$ cat src/azs_pkg.sv
// Constants, types and helpers shared by the auto-zero sequencer
package azs_pkg;

  // ----------------------------------------------------------------
  // Clock and timing
  // ----------------------------------------------------------------
  localparam int CLK_PERIOD_NS = 25;
  localparam int MS_NS         = 1_000_000;
  localparam int TICK_CYC      = MS_NS / CLK_PERIOD_NS;  // Cycles per millisecond
  localparam logic [15:0] RED_ON_MS     = 16'd2000;  // Red pulse starts while held
  localparam logic [15:0] RED_OFF_MS    = 16'd4000;  // Red pulse ends
  localparam logic [15:0] GREEN_MIN_MS  = 16'd8000;  // Green on, release now starts zeroing
  localparam logic [15:0] GREEN_MAX_MS  = 16'd12000; // Release window closes
  localparam logic [15:0] ATTEMPT_MS    = 16'd15000; // One attempt, four fill about 60 s
  localparam logic [15:0] FLASH_MS      = 16'd3000;  // Alternating flash after a failure that is retried
  localparam logic [15:0] FLASH_HALF_MS = 16'd250;
  localparam logic [15:0] BLINK_HALF_MS = 16'd100;   // Fast green blink while zeroing
  localparam logic [2:0]  MAX_ATTEMPTS  = 3'd4;

  // ----------------------------------------------------------------
  // Register map (byte addresses) and values
  // ----------------------------------------------------------------
  localparam logic [7:0] OFF_INIT_UNLOCK = 8'h00;
  localparam logic [7:0] OFF_SETPT_SRC   = 8'h04;
  localparam logic [7:0] OFF_CAL_SEQ     = 8'h08;
  localparam logic [7:0] OFF_STATUS      = 8'h0c;
  localparam logic [7:0] OFF_ZERO        = 8'h10;
  localparam logic [7:0] OFF_MEAS        = 8'h14;
  localparam logic [7:0] OFF_NOISE_BAND  = 8'h18;
  localparam logic [7:0] OFF_IRQ_STAT    = 8'h1c;
  localparam logic [7:0] OFF_IRQ_EN      = 8'h20;
  localparam logic [7:0] OFF_IRQ_CLR     = 8'h24;

  localparam logic [7:0]  UNLOCK_VAL     = 8'h40;  // 64
  localparam logic [7:0]  SRC_ZERO_VAL   = 8'h09;
  localparam logic [7:0]  CAL_ARM_VAL    = 8'hff;
  localparam logic [7:0]  CAL_CLR_VAL    = 8'h00;
  localparam logic [7:0]  CAL_GO_VAL     = 8'h09;
  localparam logic [7:0]  SETPT_SRC_RST  = 8'h00;
  localparam logic [15:0] NOISE_BAND_RST = 16'h0040;
  localparam logic [15:0] FACTORY_ZERO   = 16'h0000;

  localparam int IRQ_DONE  = 0;
  localparam int IRQ_FAIL  = 1;
  localparam int IRQ_START = 2;
  localparam int IRQ_W     = 3;

  // ----------------------------------------------------------------
  // Types
  // ----------------------------------------------------------------
  typedef enum logic [2:0] {
    AZS_IDLE  = 3'b000,
    AZS_HOLD  = 3'b001,
    AZS_MEAS  = 3'b011,
    AZS_STORE = 3'b010,
    AZS_FLASH = 3'b111
  } azs_state_t;

  typedef enum logic [2:0] {
    SEQ_NONE = 3'd0, SEQ_UNLK = 3'd1, SEQ_SRC = 3'd2, SEQ_ARM = 3'd3, SEQ_CLR = 3'd4
  } azs_seq_t;

  typedef struct packed {
    logic [7:0]  addr;
    logic [31:0] wdata;
    logic        wr;
    logic        rd;
  } azs_req_t;

  // Magnitude of a signed zero value
  function automatic logic [15:0] azs_abs(input logic signed [15:0] v);
    azs_abs = v[15] ? 16'(-v) : 16'(v);
  endfunction : azs_abs

endpackage : azs_pkg

$ cat src/azs_sequencer.sv
// Auto-zero sequencer: switch and host start, attempts, averaging, LEDs
//
// Functional notes
// - Retry unstable attempt, four attempts at most
// - Alternate red/green flash after failed attempt, not the fourth
// - Switch start: final zero is average of attempts
// - Store zero, keep it until next zeroing
// - Stable only when signal stays within band
// - Held switch: red pulse, green at 8-12 s
// - Fast green blink while zeroing, about 60 s
// - Success: measured reads zero, green steady
// - Digital: wait stable, else take nearest zero
// - Digital done restores previous setpoint source
`timescale 1ns/10ps
module azs_sequencer
  import azs_pkg::*;
#(
  parameter int TICK_CYCLES = TICK_CYC,  // Cycles per millisecond tick
  parameter int SMP_LOG     = 8          // Log2 of samples per attempt
) (
  input  wire logic               ref_clk_i,
  input  wire logic               nrst_i,
  input  wire logic               sw_press_n_i,   // Push switch pin
  input  wire logic               sample_vld_i,
  input  wire logic signed [15:0] sample_i,       // Raw sensor value
  input  wire azs_req_t           req_i,
  output logic             [31:0] rdata_o,
  output logic                    red_o,
  output logic                    green_o,
  output logic                    irq_o
);

  // ----------------------------------------------------------------
  // Elaboration checks
  // ----------------------------------------------------------------
  if (TICK_CYCLES < 1) begin : g_chk_tick
    $error("TICK_CYCLES must be at least 1");
  end
  if (SMP_LOG < 1 || SMP_LOG > 12) begin : g_chk_smp
    $error("SMP_LOG must lie in 1..12");
  end

  localparam int TW = $clog2(TICK_CYCLES + 1);  // Never zero wide, even at one cycle per tick
  localparam int SW = 16 + SMP_LOG;

  azs_state_t                  state_r, state_nxt;
  azs_seq_t                    seq_r;
  logic        [TW-1:0]        tick_r;
  logic        [15:0]          timer_r, ph_r;
  logic                        tog_r, sw_meta_r, sw_sync_r, dig_r;
  logic        [2:0]           att_r;
  logic        [SMP_LOG:0]     smp_r;
  logic signed [SW-1:0]        sum_r;
  logic signed [15:0]          min_r, max_r, best_r, final_r, meas_r;
  logic signed [17:0]          acc_r;
  logic        [7:0]           unlock_r, src_r, cal_r, src_save_r;
  logic        [15:0]          band_r, zero_w;
  logic        [IRQ_W-1:0]     ist_r, ien_r;

  // ----------------------------------------------------------------
  // Switch synchroniser and millisecond tick
  // ----------------------------------------------------------------
  always_ff @(posedge ref_clk_i or negedge nrst_i) begin
    if (!nrst_i) begin
      sw_meta_r <= 1'b1;
      sw_sync_r <= 1'b1;
      tick_r    <= '0;
    end else begin
      sw_meta_r <= sw_press_n_i;
      sw_sync_r <= sw_meta_r;
      tick_r    <= (tick_r == TW'(TICK_CYCLES - 1)) ? '0 : tick_r + 1'b1;
    end
  end

  wire pressed_w = ~sw_sync_r;
  wire tick_w    = (tick_r == TW'(TICK_CYCLES - 1));

  // ----------------------------------------------------------------
  // Register decode
  // ----------------------------------------------------------------
  wire       wr_w      = req_i.wr;
  wire [7:0] wd8_w     = req_i.wdata[7:0];
  wire       wr_unlk_w = wr_w && (req_i.addr == OFF_INIT_UNLOCK);
  wire       wr_src_w  = wr_w && (req_i.addr == OFF_SETPT_SRC);
  wire       wr_cal_w  = wr_w && (req_i.addr == OFF_CAL_SEQ);
  wire       wr_band_w = wr_w && (req_i.addr == OFF_NOISE_BAND);
  wire       wr_ien_w  = wr_w && (req_i.addr == OFF_IRQ_EN);
  wire       wr_iclr_w = wr_w && (req_i.addr == OFF_IRQ_CLR);

  // Host start sequence: exact order, any stray value restarts it
  wire seq_go_w = wr_cal_w && (seq_r == SEQ_CLR) && (wd8_w == CAL_GO_VAL);
  azs_seq_t seq_nxt;
  always_comb begin
    seq_nxt = seq_r;
    if (wr_unlk_w) begin
      seq_nxt = (wd8_w == UNLOCK_VAL) ? SEQ_UNLK : SEQ_NONE;
    end else if (wr_src_w) begin
      seq_nxt = (seq_r == SEQ_UNLK && wd8_w == SRC_ZERO_VAL) ? SEQ_SRC : SEQ_NONE;
    end else if (wr_cal_w) begin
      case (seq_r)
        SEQ_SRC: seq_nxt = (wd8_w == CAL_ARM_VAL) ? SEQ_ARM : SEQ_NONE;
        SEQ_ARM: seq_nxt = (wd8_w == CAL_CLR_VAL) ? SEQ_CLR : SEQ_NONE;
        default: seq_nxt = SEQ_NONE;
      endcase
    end
  end

  // ----------------------------------------------------------------
  // Attempt evaluation
  // ----------------------------------------------------------------
  wire                     smp_full_w = smp_r[SMP_LOG];
  wire signed [SW-1:0]     sum_sh_w   = sum_r >>> SMP_LOG;
  wire signed [15:0]       mean_w     = sum_sh_w[15:0];
  wire signed [16:0]       span_w     = 17'(max_r) - 17'(min_r);
  wire                     stable_w   = smp_full_w && (span_w <= $signed({1'b0, band_r}));
  wire [2:0]               cnt_w      = att_r + 3'd1;
  wire signed [17:0]       acc_nxt_w  = acc_r + 18'(mean_w);
  wire att_end_w  = (state_r == AZS_MEAS) && tick_w && (timer_r == ATTEMPT_MS - 16'd1);
  wire flash_end_w = (state_r == AZS_FLASH) && tick_w && (timer_r == FLASH_MS - 16'd1);
  wire retry_w    = !stable_w && (cnt_w < MAX_ATTEMPTS);
  wire fail_ev_w  = att_end_w && !stable_w;
  wire closer_w   = (att_r == 3'd0) || (azs_abs(mean_w) < azs_abs(best_r));
  wire signed [15:0] best_nxt_w = closer_w ? mean_w : best_r;

  // Average over 1..4 attempts; thirds by scaled multiply
  wire signed [35:0] third_w = acc_nxt_w * 18'sd21846;
  logic signed [15:0] avg_w;
  always_comb begin
    case (cnt_w)
      3'd1:    avg_w = acc_nxt_w[15:0];
      3'd2:    avg_w = acc_nxt_w[16:1];
      3'd3:    avg_w = third_w[31:16];
      default: avg_w = acc_nxt_w[17:2];
    endcase
  end

  // Host start: stable mean, else nearest zero; switch start: average
  wire signed [15:0] final_nxt_w = dig_r ? (stable_w ? mean_w : best_nxt_w)
                                         : avg_w;

  // ----------------------------------------------------------------
  // Sequence state machine
  // ----------------------------------------------------------------
  wire in_window_w = (timer_r >= GREEN_MIN_MS) && (timer_r < GREEN_MAX_MS);
  always_comb begin
    state_nxt = state_r;
    case (state_r)
      AZS_IDLE: begin
        if (pressed_w) begin
          state_nxt = AZS_HOLD;
        end else if (seq_go_w) begin
          state_nxt = AZS_MEAS;
        end
      end
      AZS_HOLD: begin
        if (!pressed_w) begin
          state_nxt = in_window_w ? AZS_MEAS : AZS_IDLE;
        end
      end
      AZS_MEAS: begin
        if (att_end_w) begin
          state_nxt = (retry_w && !(dig_r && stable_w)) ? AZS_FLASH : AZS_STORE;
        end
      end
      AZS_FLASH: begin
        if (flash_end_w) begin
          state_nxt = AZS_MEAS;
        end
      end
      AZS_STORE: state_nxt = AZS_IDLE;
      default:   state_nxt = AZS_IDLE;
    endcase
  end

  wire new_state_w = (state_nxt != state_r);
  wire start_ev_w  = new_state_w && (state_nxt == AZS_MEAS) && (state_r != AZS_FLASH);
  wire store_w     = (state_r == AZS_STORE);

  // State, phase timer and blink toggle
  wire [15:0] half_w = (state_r == AZS_FLASH) ? FLASH_HALF_MS : BLINK_HALF_MS;
  always_ff @(posedge ref_clk_i or negedge nrst_i) begin
    if (!nrst_i) begin
      state_r <= AZS_IDLE;
      timer_r <= '0;
      ph_r    <= '0;
      tog_r   <= 1'b0;
    end else begin
      state_r <= state_nxt;
      timer_r <= new_state_w ? 16'd0 : (tick_w ? timer_r + 16'd1 : timer_r);
      if (new_state_w || (tick_w && ph_r == half_w - 16'd1)) begin
        ph_r  <= '0;
        tog_r <= new_state_w ? 1'b0 : ~tog_r;
      end else if (tick_w) begin
        ph_r  <= ph_r + 16'd1;
      end
    end
  end

  // ----------------------------------------------------------------
  // Sample gathering and attempt bookkeeping
  // ----------------------------------------------------------------
  wire clr_att_w = new_state_w && (state_nxt == AZS_MEAS);
  wire take_w    = (state_r == AZS_MEAS) && sample_vld_i && !smp_full_w;
  always_ff @(posedge ref_clk_i or negedge nrst_i) begin
    if (!nrst_i) begin
      smp_r <= '0;
      sum_r <= '0;
      min_r <= '0;
      max_r <= '0;
    end else if (clr_att_w) begin
      smp_r <= '0;
      sum_r <= '0;
    end else if (take_w) begin
      smp_r <= smp_r + 1'b1;
      sum_r <= sum_r + SW'(sample_i);
      min_r <= (smp_r == '0 || sample_i < min_r) ? sample_i : min_r;
      max_r <= (smp_r == '0 || sample_i > max_r) ? sample_i : max_r;
    end
  end

  // Attempt count, running sums; cleared at a fresh start only
  always_ff @(posedge ref_clk_i or negedge nrst_i) begin
    if (!nrst_i) begin
      att_r   <= '0;
      acc_r   <= '0;
      best_r  <= '0;
      final_r <= '0;
      dig_r   <= 1'b0;
    end else if (start_ev_w) begin
      att_r <= '0;
      acc_r <= '0;
      dig_r <= (state_r == AZS_IDLE);
    end else if (att_end_w) begin
      att_r   <= cnt_w;
      acc_r   <= acc_nxt_w;
      best_r  <= best_nxt_w;
      final_r <= final_nxt_w;
    end
  end

  // Zero kept in the store until the next completed procedure
  azs_nvm #(
    .W       (16),
    .RST_VAL (FACTORY_ZERO)
  ) u_nvm (
    .ref_clk_i (ref_clk_i),
    .nrst_i    (nrst_i),
    .we_i      (store_w),
    .wdata_i   (final_r),
    .rdata_o   (zero_w)
  );

  // ----------------------------------------------------------------
  // Host-visible parameters and measured value
  // ----------------------------------------------------------------
  always_ff @(posedge ref_clk_i or negedge nrst_i) begin
    if (!nrst_i) begin
      seq_r      <= SEQ_NONE;
      unlock_r   <= '0;
      src_r      <= SETPT_SRC_RST;
      src_save_r <= SETPT_SRC_RST;
      cal_r      <= '0;
      band_r     <= NOISE_BAND_RST;
      ien_r      <= '0;
      meas_r     <= '0;
    end else begin
      seq_r <= seq_nxt;
      if (wr_unlk_w) unlock_r <= wd8_w;
      if (wr_cal_w) cal_r <= wd8_w;
      if (wr_band_w) band_r <= req_i.wdata[15:0];
      if (wr_ien_w) ien_r <= req_i.wdata[IRQ_W-1:0];
      if (wr_src_w && seq_nxt == SEQ_SRC) src_save_r <= src_r;
      // Hardware restore wins over a host write in the same cycle
      if (store_w && dig_r) begin
        src_r <= src_save_r;
      end else if (wr_src_w) begin
        src_r <= wd8_w;
      end
      if (sample_vld_i) meas_r <= sample_i - $signed(zero_w);
    end
  end

  // ----------------------------------------------------------------
  // Interrupt status, enable and clear
  // ----------------------------------------------------------------
  wire [IRQ_W-1:0] iev_w = {start_ev_w, fail_ev_w, store_w};
  wire [IRQ_W-1:0] iclr_w = wr_iclr_w ? req_i.wdata[IRQ_W-1:0] : '0;
  always_ff @(posedge ref_clk_i or negedge nrst_i) begin
    if (!nrst_i) begin
      ist_r <= '0;
      irq_o <= 1'b0;
    end else begin
      ist_r <= (ist_r & ~iclr_w) | iev_w;  // Set beats clear
      irq_o <= |(ist_r & ien_r);
    end
  end

  // ----------------------------------------------------------------
  // Read mux; data stand only in the cycle after the strobe
  // ----------------------------------------------------------------
  wire [31:0] status_w = {21'd0, state_r, 3'd0, (state_r != AZS_IDLE), dig_r, att_r};
  logic [31:0] rd_mux_w;
  always_comb begin
    case (req_i.addr)
      OFF_INIT_UNLOCK: rd_mux_w = {24'd0, unlock_r};
      OFF_SETPT_SRC:   rd_mux_w = {24'd0, src_r};
      OFF_CAL_SEQ:     rd_mux_w = {24'd0, cal_r};
      OFF_STATUS:      rd_mux_w = status_w;
      OFF_ZERO:        rd_mux_w = {16'd0, zero_w};
      OFF_MEAS:        rd_mux_w = {16'd0, meas_r};
      OFF_NOISE_BAND:  rd_mux_w = {16'd0, band_r};
      OFF_IRQ_STAT:    rd_mux_w = {29'd0, ist_r};
      OFF_IRQ_EN:      rd_mux_w = {29'd0, ien_r};
      default:         rd_mux_w = 32'h0000_0000;
    endcase
  end

  // ----------------------------------------------------------------
  // LED drive
  // ----------------------------------------------------------------
  logic red_nxt, green_nxt;
  always_comb begin
    case (state_r)
      AZS_HOLD: begin
        red_nxt   = (timer_r >= RED_ON_MS) && (timer_r < RED_OFF_MS);
        green_nxt = in_window_w;
      end
      AZS_MEAS: begin
        red_nxt   = 1'b0;
        green_nxt = tog_r;
      end
      AZS_FLASH: begin
        red_nxt   = tog_r;
        green_nxt = ~tog_r;
      end
      default: begin
        red_nxt   = 1'b0;
        green_nxt = 1'b1;
      end
    endcase
  end

  always_ff @(posedge ref_clk_i or negedge nrst_i) begin
    if (!nrst_i) begin
      rdata_o <= '0;
      red_o   <= 1'b0;
      green_o <= 1'b0;
    end else begin
      rdata_o <= req_i.rd ? rd_mux_w : 32'h0000_0000;
      red_o   <= red_nxt;
      green_o <= green_nxt;
    end
  end

endmodule : azs_sequencer

$ cat src/azs_nvm.sv
// Non-volatile zero store with registered read data
`timescale 1ns/10ps
module azs_nvm
  import azs_pkg::*;
#(
  parameter int          W       = 16,
  parameter logic [15:0] RST_VAL = FACTORY_ZERO
) (
  input  wire logic         ref_clk_i,
  input  wire logic         nrst_i,
  input  wire logic         we_i,
  input  wire logic [W-1:0] wdata_i,
  output logic      [W-1:0] rdata_o
);

  if (W < 1 || W > 16) begin : g_chk_w
    $error("W must lie in 1..16");
  end

  logic [W-1:0] mem_r;

  // ----------------------------------------------------------------
  // Storage; reset stands for the power-on load of the factory zero
  // ----------------------------------------------------------------
  always_ff @(posedge ref_clk_i or negedge nrst_i) begin
    if (!nrst_i) begin
      mem_r   <= RST_VAL[W-1:0];
      rdata_o <= RST_VAL[W-1:0];
    end else begin
      if (we_i) begin
        mem_r <= wdata_i;
      end
      rdata_o <= we_i ? wdata_i : mem_r;
    end
  end

endmodule : azs_nvm

$ cat config.mk
export PLATFORM = sky130hd
export DESIGN_NAME = azs_sequencer
export DESIGN_NICKNAME = d
export VERILOG_FILES = /design/src/azs_pkg.sv /design/src/azs_sequencer.sv /design/src/azs_nvm.sv
export SDC_FILE = /design/constraint.sdc
export NUM_CORES = 1
export LEC_CHECK = 0
export BUFFER_PORTS_ARGS = -buffer_cell sky130_fd_sc_hd__buf_4
export CORE_MARGIN = 2
export CORE_UTILIZATION = 50
export DETAILED_ROUTE_END_ITERATION = 10
export GPL_ROUTABILITY_DRIVEN = 0
export PLACE_DENSITY = 0.67
export SKIP_CTS_REPAIR_TIMING = 1
export SYNTH_ARGS = -nofsm -noshare
export SYNTH_HDL_FRONTEND = slang
export SYNTH_SLANG_ARGS = --single-unit
$ cat constraint.sdc
create_clock -name ref_clk_i -period 7.6 [get_ports ref_clk_i]
set_input_delay 0.76 -clock ref_clk_i [delete_from_list [all_inputs] [get_ports ref_clk_i]]
set_output_delay 0.76 -clock ref_clk_i [all_outputs]
set_load 0.01 [all_outputs]
==> metrics.txt, run 1 <==
status complete, but fails checks; violated checks negative setup slack; worst r2r src acc_r[0]$_DFFE_PN0P_; Top Ports 97; Setup CP Type register to register; Worst R2R Setup Slack -0.0003 ns; Die Y-Extent 218.6 um; Seq. cell area 7036 um^2; Iteration-0 DRC Markers 1241; max-cap violation count 0; Wirelength per Cell 18.63 um; row count 78; Achievable Freq 131.6 MHz; vias in the first global route 18.62k; Post-synth top flop dfrtp_1; Global Route Usage Sum 25.04%; commonest non-fill, non-tap cell in the layout inv_1; GRT overflow 0; proportion of layout cells with a drive suffix above 1 16.82%; CP bufs+invs 9; Placed Cells 3127; Max H-tree Level 1; Setup Viol. Count Final 1; first-pass detailed-route iteration total 6; Clk Latency, worst-skew pair 0.59 ns; FF-to-FF path depth 33; Crit Path Max Fanout 3; Slew @ Worst Pin 1.173 ns; CP startpoint acc_r[0]$_DFFE_PN0P_; routed vias/inst 5.740; DRC viols 0; post-placement cell area 24680 um^2; drt total wl 59.46 mm; CP Depth 33; Worst EP arrival 8.10 ns; mux share of post-synthesis cell area 6.022%; Worst slew margin 21.49%; syn avg cell area 9.427 um^2; fillers 3909; most frequent cells in the layout 290 x inv_1, 278 x dfrtp_1, 244 x ha_1; initial antenna violation count 1; Hold Path Class primary input to async pin; clk buf depth 3; xor/xnor share of the synthesized area 5.778%; synth warn 0; Clock Skew 0.02336 ns; core area 45380 um^2; synth unique cells 84; asr flop ratio synth 100.0%; Multi-input gate area 14980 um^2; Detail Route Antenna Nets 0; port bufs 64; most used cell along the critical path inv_2; crit-path max cell delay 0.58 ns; Setup WS post-layout -0.0003029 ns; cell area after synthesis 23020 um^2; Simple-Gate Fraction of Synth Area 12.85%; reg2reg end final_r[14]$_DFFE_PN0P_; Finished Layout Cells 3192; clock slew seen by the registers of the worst setup and hold paths 0.06 ns; cell type with the largest total area after synthesis dfrtp_1; Chip Width 218.6 um; Final period util 100.0%; Initial Util 50.73%; fin nets 2994; first-pass GRT wire length 96.26 mm; number of synthesized register bits 281; CTS Buf Count 31; CTS tree done; top cell type's share of synthesized area 30.22%; Post-synth EDFFs 0; top post-synthesis cells by area dfrtp_1 30%, ha_1 14%, fa_1 9.3%, inv_1 5.0%, mux2_2 4.9%; ant diodes 0; final instance area 26400 um^2; Sink Count 281; RSZ-0062 raised after global routing true; required time of the critical path 8.10 ns; Cells after Synth 2442; Hold Fails Final Rpt 0; largest net degree at the start of global routing 160; Synth Area in Adders 23.33%; sequential share of the synthesized area 30.56%; clock period minus worst slack 7.600 ns; Setup crit end final_r[14]$_DFFE_PN0P_; startpoint types register; post-DP HPWL 45.41 mm; Compound-Gate Fraction of Synth Area 14.57%; total number of vias 18.32k; Area Overhead vs Synth 14.69%; crit path capture type register; Slowest-stage cell, CP fa_2; Clk Tree Root Cell clkbuf_16; CP delay by family, top adder cells; fin. max-slew vios 0; Die Area 47770 um^2; largest family of logic cells by synthesized area adder cells
-- cell usage after synthesis (17+ instances only) --
| cell | number |
|---|---|
| o31ai_1 | 17 |
| nand3_1 | 70 |
| and3_1 | 19 |
| dfrtp_1 | 278 |
| clkbuf_1 | 58 |
| a222oi_1 | 23 |
| nor2b_1 | 21 |
| o22ai_1 | 26 |
| buf_4 | 18 |
| nand4_1 | 18 |
| o21ai_0 | 123 |
| mux2_2 | 100 |
| ha_1 | 258 |
| fa_1 | 107 |
| nor4_1 | 20 |
| nand2b_1 | 26 |
| xnor2_1 | 94 |
| inv_1 | 309 |
| nand2_1 | 199 |
| a21oi_1 | 102 |
| nor3_1 | 32 |
| xor2_1 | 56 |
| a31oi_1 | 22 |
| mux2i_1 | 26 |
| nor2_1 | 143 |
| a21o_1 | 40 |
| o21a_1 | 21 |
-- cell families after synthesis --
group	count (synthesis)
and+or+nand+nor	612
AOI/OAI and AO/OA	506
buffers and inverters	400
adders and majority gates	365
DFF	281
xor gates and xnor gates	151
muxes	126
other	1
-- worst min-delay path by stage --
stage                                  to  slack, ns  cells past startpoint
floorplan             sw_sync_r$_DFF_PN1_       0.35                      0
global placement      sw_sync_r$_DFF_PN1_       0.35                      0
detailed placement    sw_sync_r$_DFF_PN1_       0.35                      0
CTS                   sw_meta_r$_DFF_PN1_       0.28                      1
global route          sw_meta_r$_DFF_PN1_       0.29                      1
finish              min_r[10]$_DFFE_PN0P_       0.25                      1
-- flip-flops by register name (all words and copies together), names as in the netlist, 3 cells and up --
| signal | count |
|---|---|
| src_save_r | 8 |
| band_r | 16 |
| final_r | 16 |
| acc_r | 18 |
| ien_r | 3 |
| src_r | 8 |
| ph_r | 16 |
| best_r | 16 |
| ist_r | 3 |
| meas_r | 16 |
| att_r | 3 |
| unlock_r | 8 |
| state_r | 3 |
| smp_r | 9 |
| max_r | 16 |
| timer_r | 16 |
| rdata_o | 16 |
| sum_r | 24 |
| tick_r | 16 |
| seq_r | 3 |
| u_nvm.rdata_o | 16 |
| min_r | 16 |
| cal_r | 8 |
-- area by class of cell --
| type | count | share of cell area [%] |
|---|---|---|
| multi-input cells | 1776 | 56.75 |
| flip-flops and latches | 281 | 26.65 |
| repair buffers | 168 | 4.986 |
| inverters | 309 | 4.393 |
| clock buffers | 37 | 3.137 |
| well taps | 600 | 2.844 |
| clock inverters | 21 | 1.242 |
-- per-layer routing --
layer | up-vias | wire (um) | global-route usage, %
li1 | 8737 | - | -
met1 | 8979 | 25540 | 32.82
met2 | 483 | 28840 | 42.82
met3 | 122 | 3002 | 3.090
met4 | 2 | 2062 | 8.390
met5 | - | 13 | 0
-- through the flow --
stage               utilization [%]  setup WS, ns  hold WS [ns]  setup TNS, ns
floorplan                         -       0.09746        0.3452              0
global placement              54.38       -0.2133        0.3454        -0.7307
detailed placement            54.38       -0.3447        0.3479         -1.504
CTS                           56.93       -0.4069        0.2814         -2.151
global route                  58.17       -0.2769        0.2852         -1.467
finish                        58.17    -0.0003029        0.2512     -0.0003029
Power of run 1 is not shown: default switching activity piles up to over one toggle a cycle in this logic, so the estimate is an artifact.
==> run 2: changes to the inputs <==
--- a/config.mk
+++ b/config.mk
@@ -6,11 +6,13 @@
 export NUM_CORES = 1
 export LEC_CHECK = 0
 export BUFFER_PORTS_ARGS = -buffer_cell sky130_fd_sc_hd__buf_4
+export CAP_MARGIN = 15
 export CORE_MARGIN = 2
 export CORE_UTILIZATION = 50
 export DETAILED_ROUTE_END_ITERATION = 10
 export GPL_ROUTABILITY_DRIVEN = 0
 export PLACE_DENSITY = 0.67
+export REMOVE_ABC_BUFFERS = 1
 export SKIP_CTS_REPAIR_TIMING = 1
 export SYNTH_ARGS = -nofsm -noshare
 export SYNTH_HDL_FRONTEND = slang
==> run 2 against run 1 <==
  * The run now ends clean
  * Flip-flop and latch count unchanged
  * Non-clock buffer count increased by 17
  * Largest cell class unchanged
  * Clock skew fell by 0.010 ns
  * Routed wire length rose by 1.9%
  * Critical path depth increased by 1
==> metrics.txt, run 2 (same netlist as run 1, synthesis figures left out) <==
Fin Setup TNS 0 ns (+0.0003029 ns); Sink Count 281 (unchanged); crit path capture type register; vias in the first global route 18.45k (-0.91%); largest net degree at the start of global routing 160 (unchanged); Max H-tree Level 2 (+1); total number of vias 18.43k (+0.56%); max-cap violation count 0 (unchanged); crit-path max cell delay 0.55 ns (-0.03 ns); Setup Viol. Count Final 0 (-1); ant diodes 0 (unchanged); Initial Util 50.73% (unchanged); fin nets 3014 (+0.67%); GRT overflow 0 (unchanged); status finished, final reports clean; DP Worst Slack -0.08190 ns (+0.2628 ns); core area 45380 um^2 (unchanged); max reg flops 24 (unchanged); Die Area 47770 um^2 (unchanged); most frequent cells in the layout 293 x inv_1, 278 x dfrtp_1, 245 x ha_1; required time of the critical path 8.06 ns (-0.04 ns); proportion of layout cells with a drive suffix above 1 17.23% (+0.41 points); Chip Width 218.6 um (unchanged); initial antenna violation count 0 (-1); port bufs 64 (unchanged); Iteration-0 DRC Markers 1463 (+18%); routed vias/inst 5.738 (about the same); first-pass GRT wire length 96.68 mm (+0.44%); startpoint types register; drt total wl 60.58 mm (+1.9%); Top Ports 97 (unchanged); Die Y-Extent 218.6 um (unchanged); top flop regs sum_r x24, acc_r x18; Clock Skew 0.01293 ns (-0.01042 ns); Setup WS post-layout 0.08253 ns (+0.08283 ns); CTS tree done; first-pass detailed-route iteration total 7 (+1); Achievable Freq 133.0 MHz (+1.1%); RSZ-0062 raised after global routing true; clock period minus worst slack 7.517 ns (-0.08283 ns); Wirelength per Cell 18.86 um (+1.3%); Global Route Usage Sum 25.50% (+0.45 points); Detail Route Antenna Nets 0 (unchanged); Slew @ Worst Pin 1.014 ns (-0.1592 ns); post-DP HPWL 45.67 mm (+0.58%); Worst EP arrival 7.98 ns (-0.12 ns); Slowest-stage cell, CP fa_1; Crit Path Max Fanout 4 (+1); Hold Path Class primary input to async pin; clock slew seen by the registers of the worst setup and hold paths 0.06 ns (about the same); fin. max-slew vios 0 (unchanged); CTS Buf Count 34 (+9.7%); Hold Fails Final Rpt 0 (unchanged); FF-to-FF path depth 34 (+3.0%); clk buf depth 3 (unchanged); Final period util 98.91% (-1.1 points); row count 78 (unchanged); DRC viols 0 (unchanged); Setup CP Type register to register; commonest non-fill, non-tap cell in the layout inv_1; Area Overhead vs Synth 14.78% (about the same); Clk Tree Root Cell clkbuf_16; Final Util 58.22% (about the same); Worst slew margin 32.38% (+11 points); Clk Latency, worst-skew pair 0.53 ns (-0.06 ns); Reg with most FFs sum_r
[run 2: cell types whose count changed in the layout (fill, tap and decap cells not counted), sizes merged]
cell | previous run | this run
inv | 313 | 312
buf | 168 | 185
bufinv | 8 | 3
clkinv | 6 | 10
clkbuf | 37 | 41
[run 2: final timing paths]
kind                                       from                       to  slack [ns]
max                        acc_r[0]$_DFFE_PN0P_  final_r[14]$_DFFE_PN0P_        0.08
min                                      nrst_i    min_r[11]$_DFFE_PN0P_        0.34
max reg2reg                acc_r[0]$_DFFE_PN0P_  final_r[14]$_DFFE_PN0P_        0.08
min reg2reg                 sw_meta_r$_DFF_PN1_      sw_sync_r$_DFF_PN1_        0.36
max in group asynchronous                nrst_i       seq_r[1]$_DFF_PN0_        5.81
min in group ref_clk_i             sw_press_n_i      sw_meta_r$_DFF_PN1_        0.35
[run 2: final cells by class]
class                   count  area (um^2)
repair buffers            185         1431
fillers                  3908        18960
clock buffers              41        907.1
multi-input cells        1776        14930
flip-flops and latches    281         7036
inverters                 309         1160
clock inverters            19        203.9
well taps                 600        750.7
[run 2: layer usage]
layer	wire length (um)	GRT usage, %	up-vias	share of wire (%)
met2	29780	43.90	467	49
met4	2003	8.957	0	3.3
li1	-	-	8752	-
met3	2748	2.756	113	4.5
met1	26040	33.24	9094	43
met5	0	0	-	0
[run 2: metrics by stage]
step	cells	hold slack [ns]	instance area (um^2)
after floorplan	2366	0.3452	22650
after global placement	3139	0.3467	24750
after detailed placement	3139	0.3555	24750
after CTS	3199	0.3255	25860
after global routing	3211	0.3242	26420
final	3211	0.3378	26420
[run 2: worst max-delay path, delay by kind of cell (launching register included)]
kind / cells / cell delay (ns)
flip-flops: 1 / 0.36
AO/OA/AOI/OAI: 10 / 2.05
buffers and inverters: 9 / 0.85
XOR/XNOR: 2 / 0.34
AND/OR/NAND/NOR: 4 / 0.46
adder cells (fa/ha/maj): 9 / 3.37
Power of run 2 is left out for the same reason.
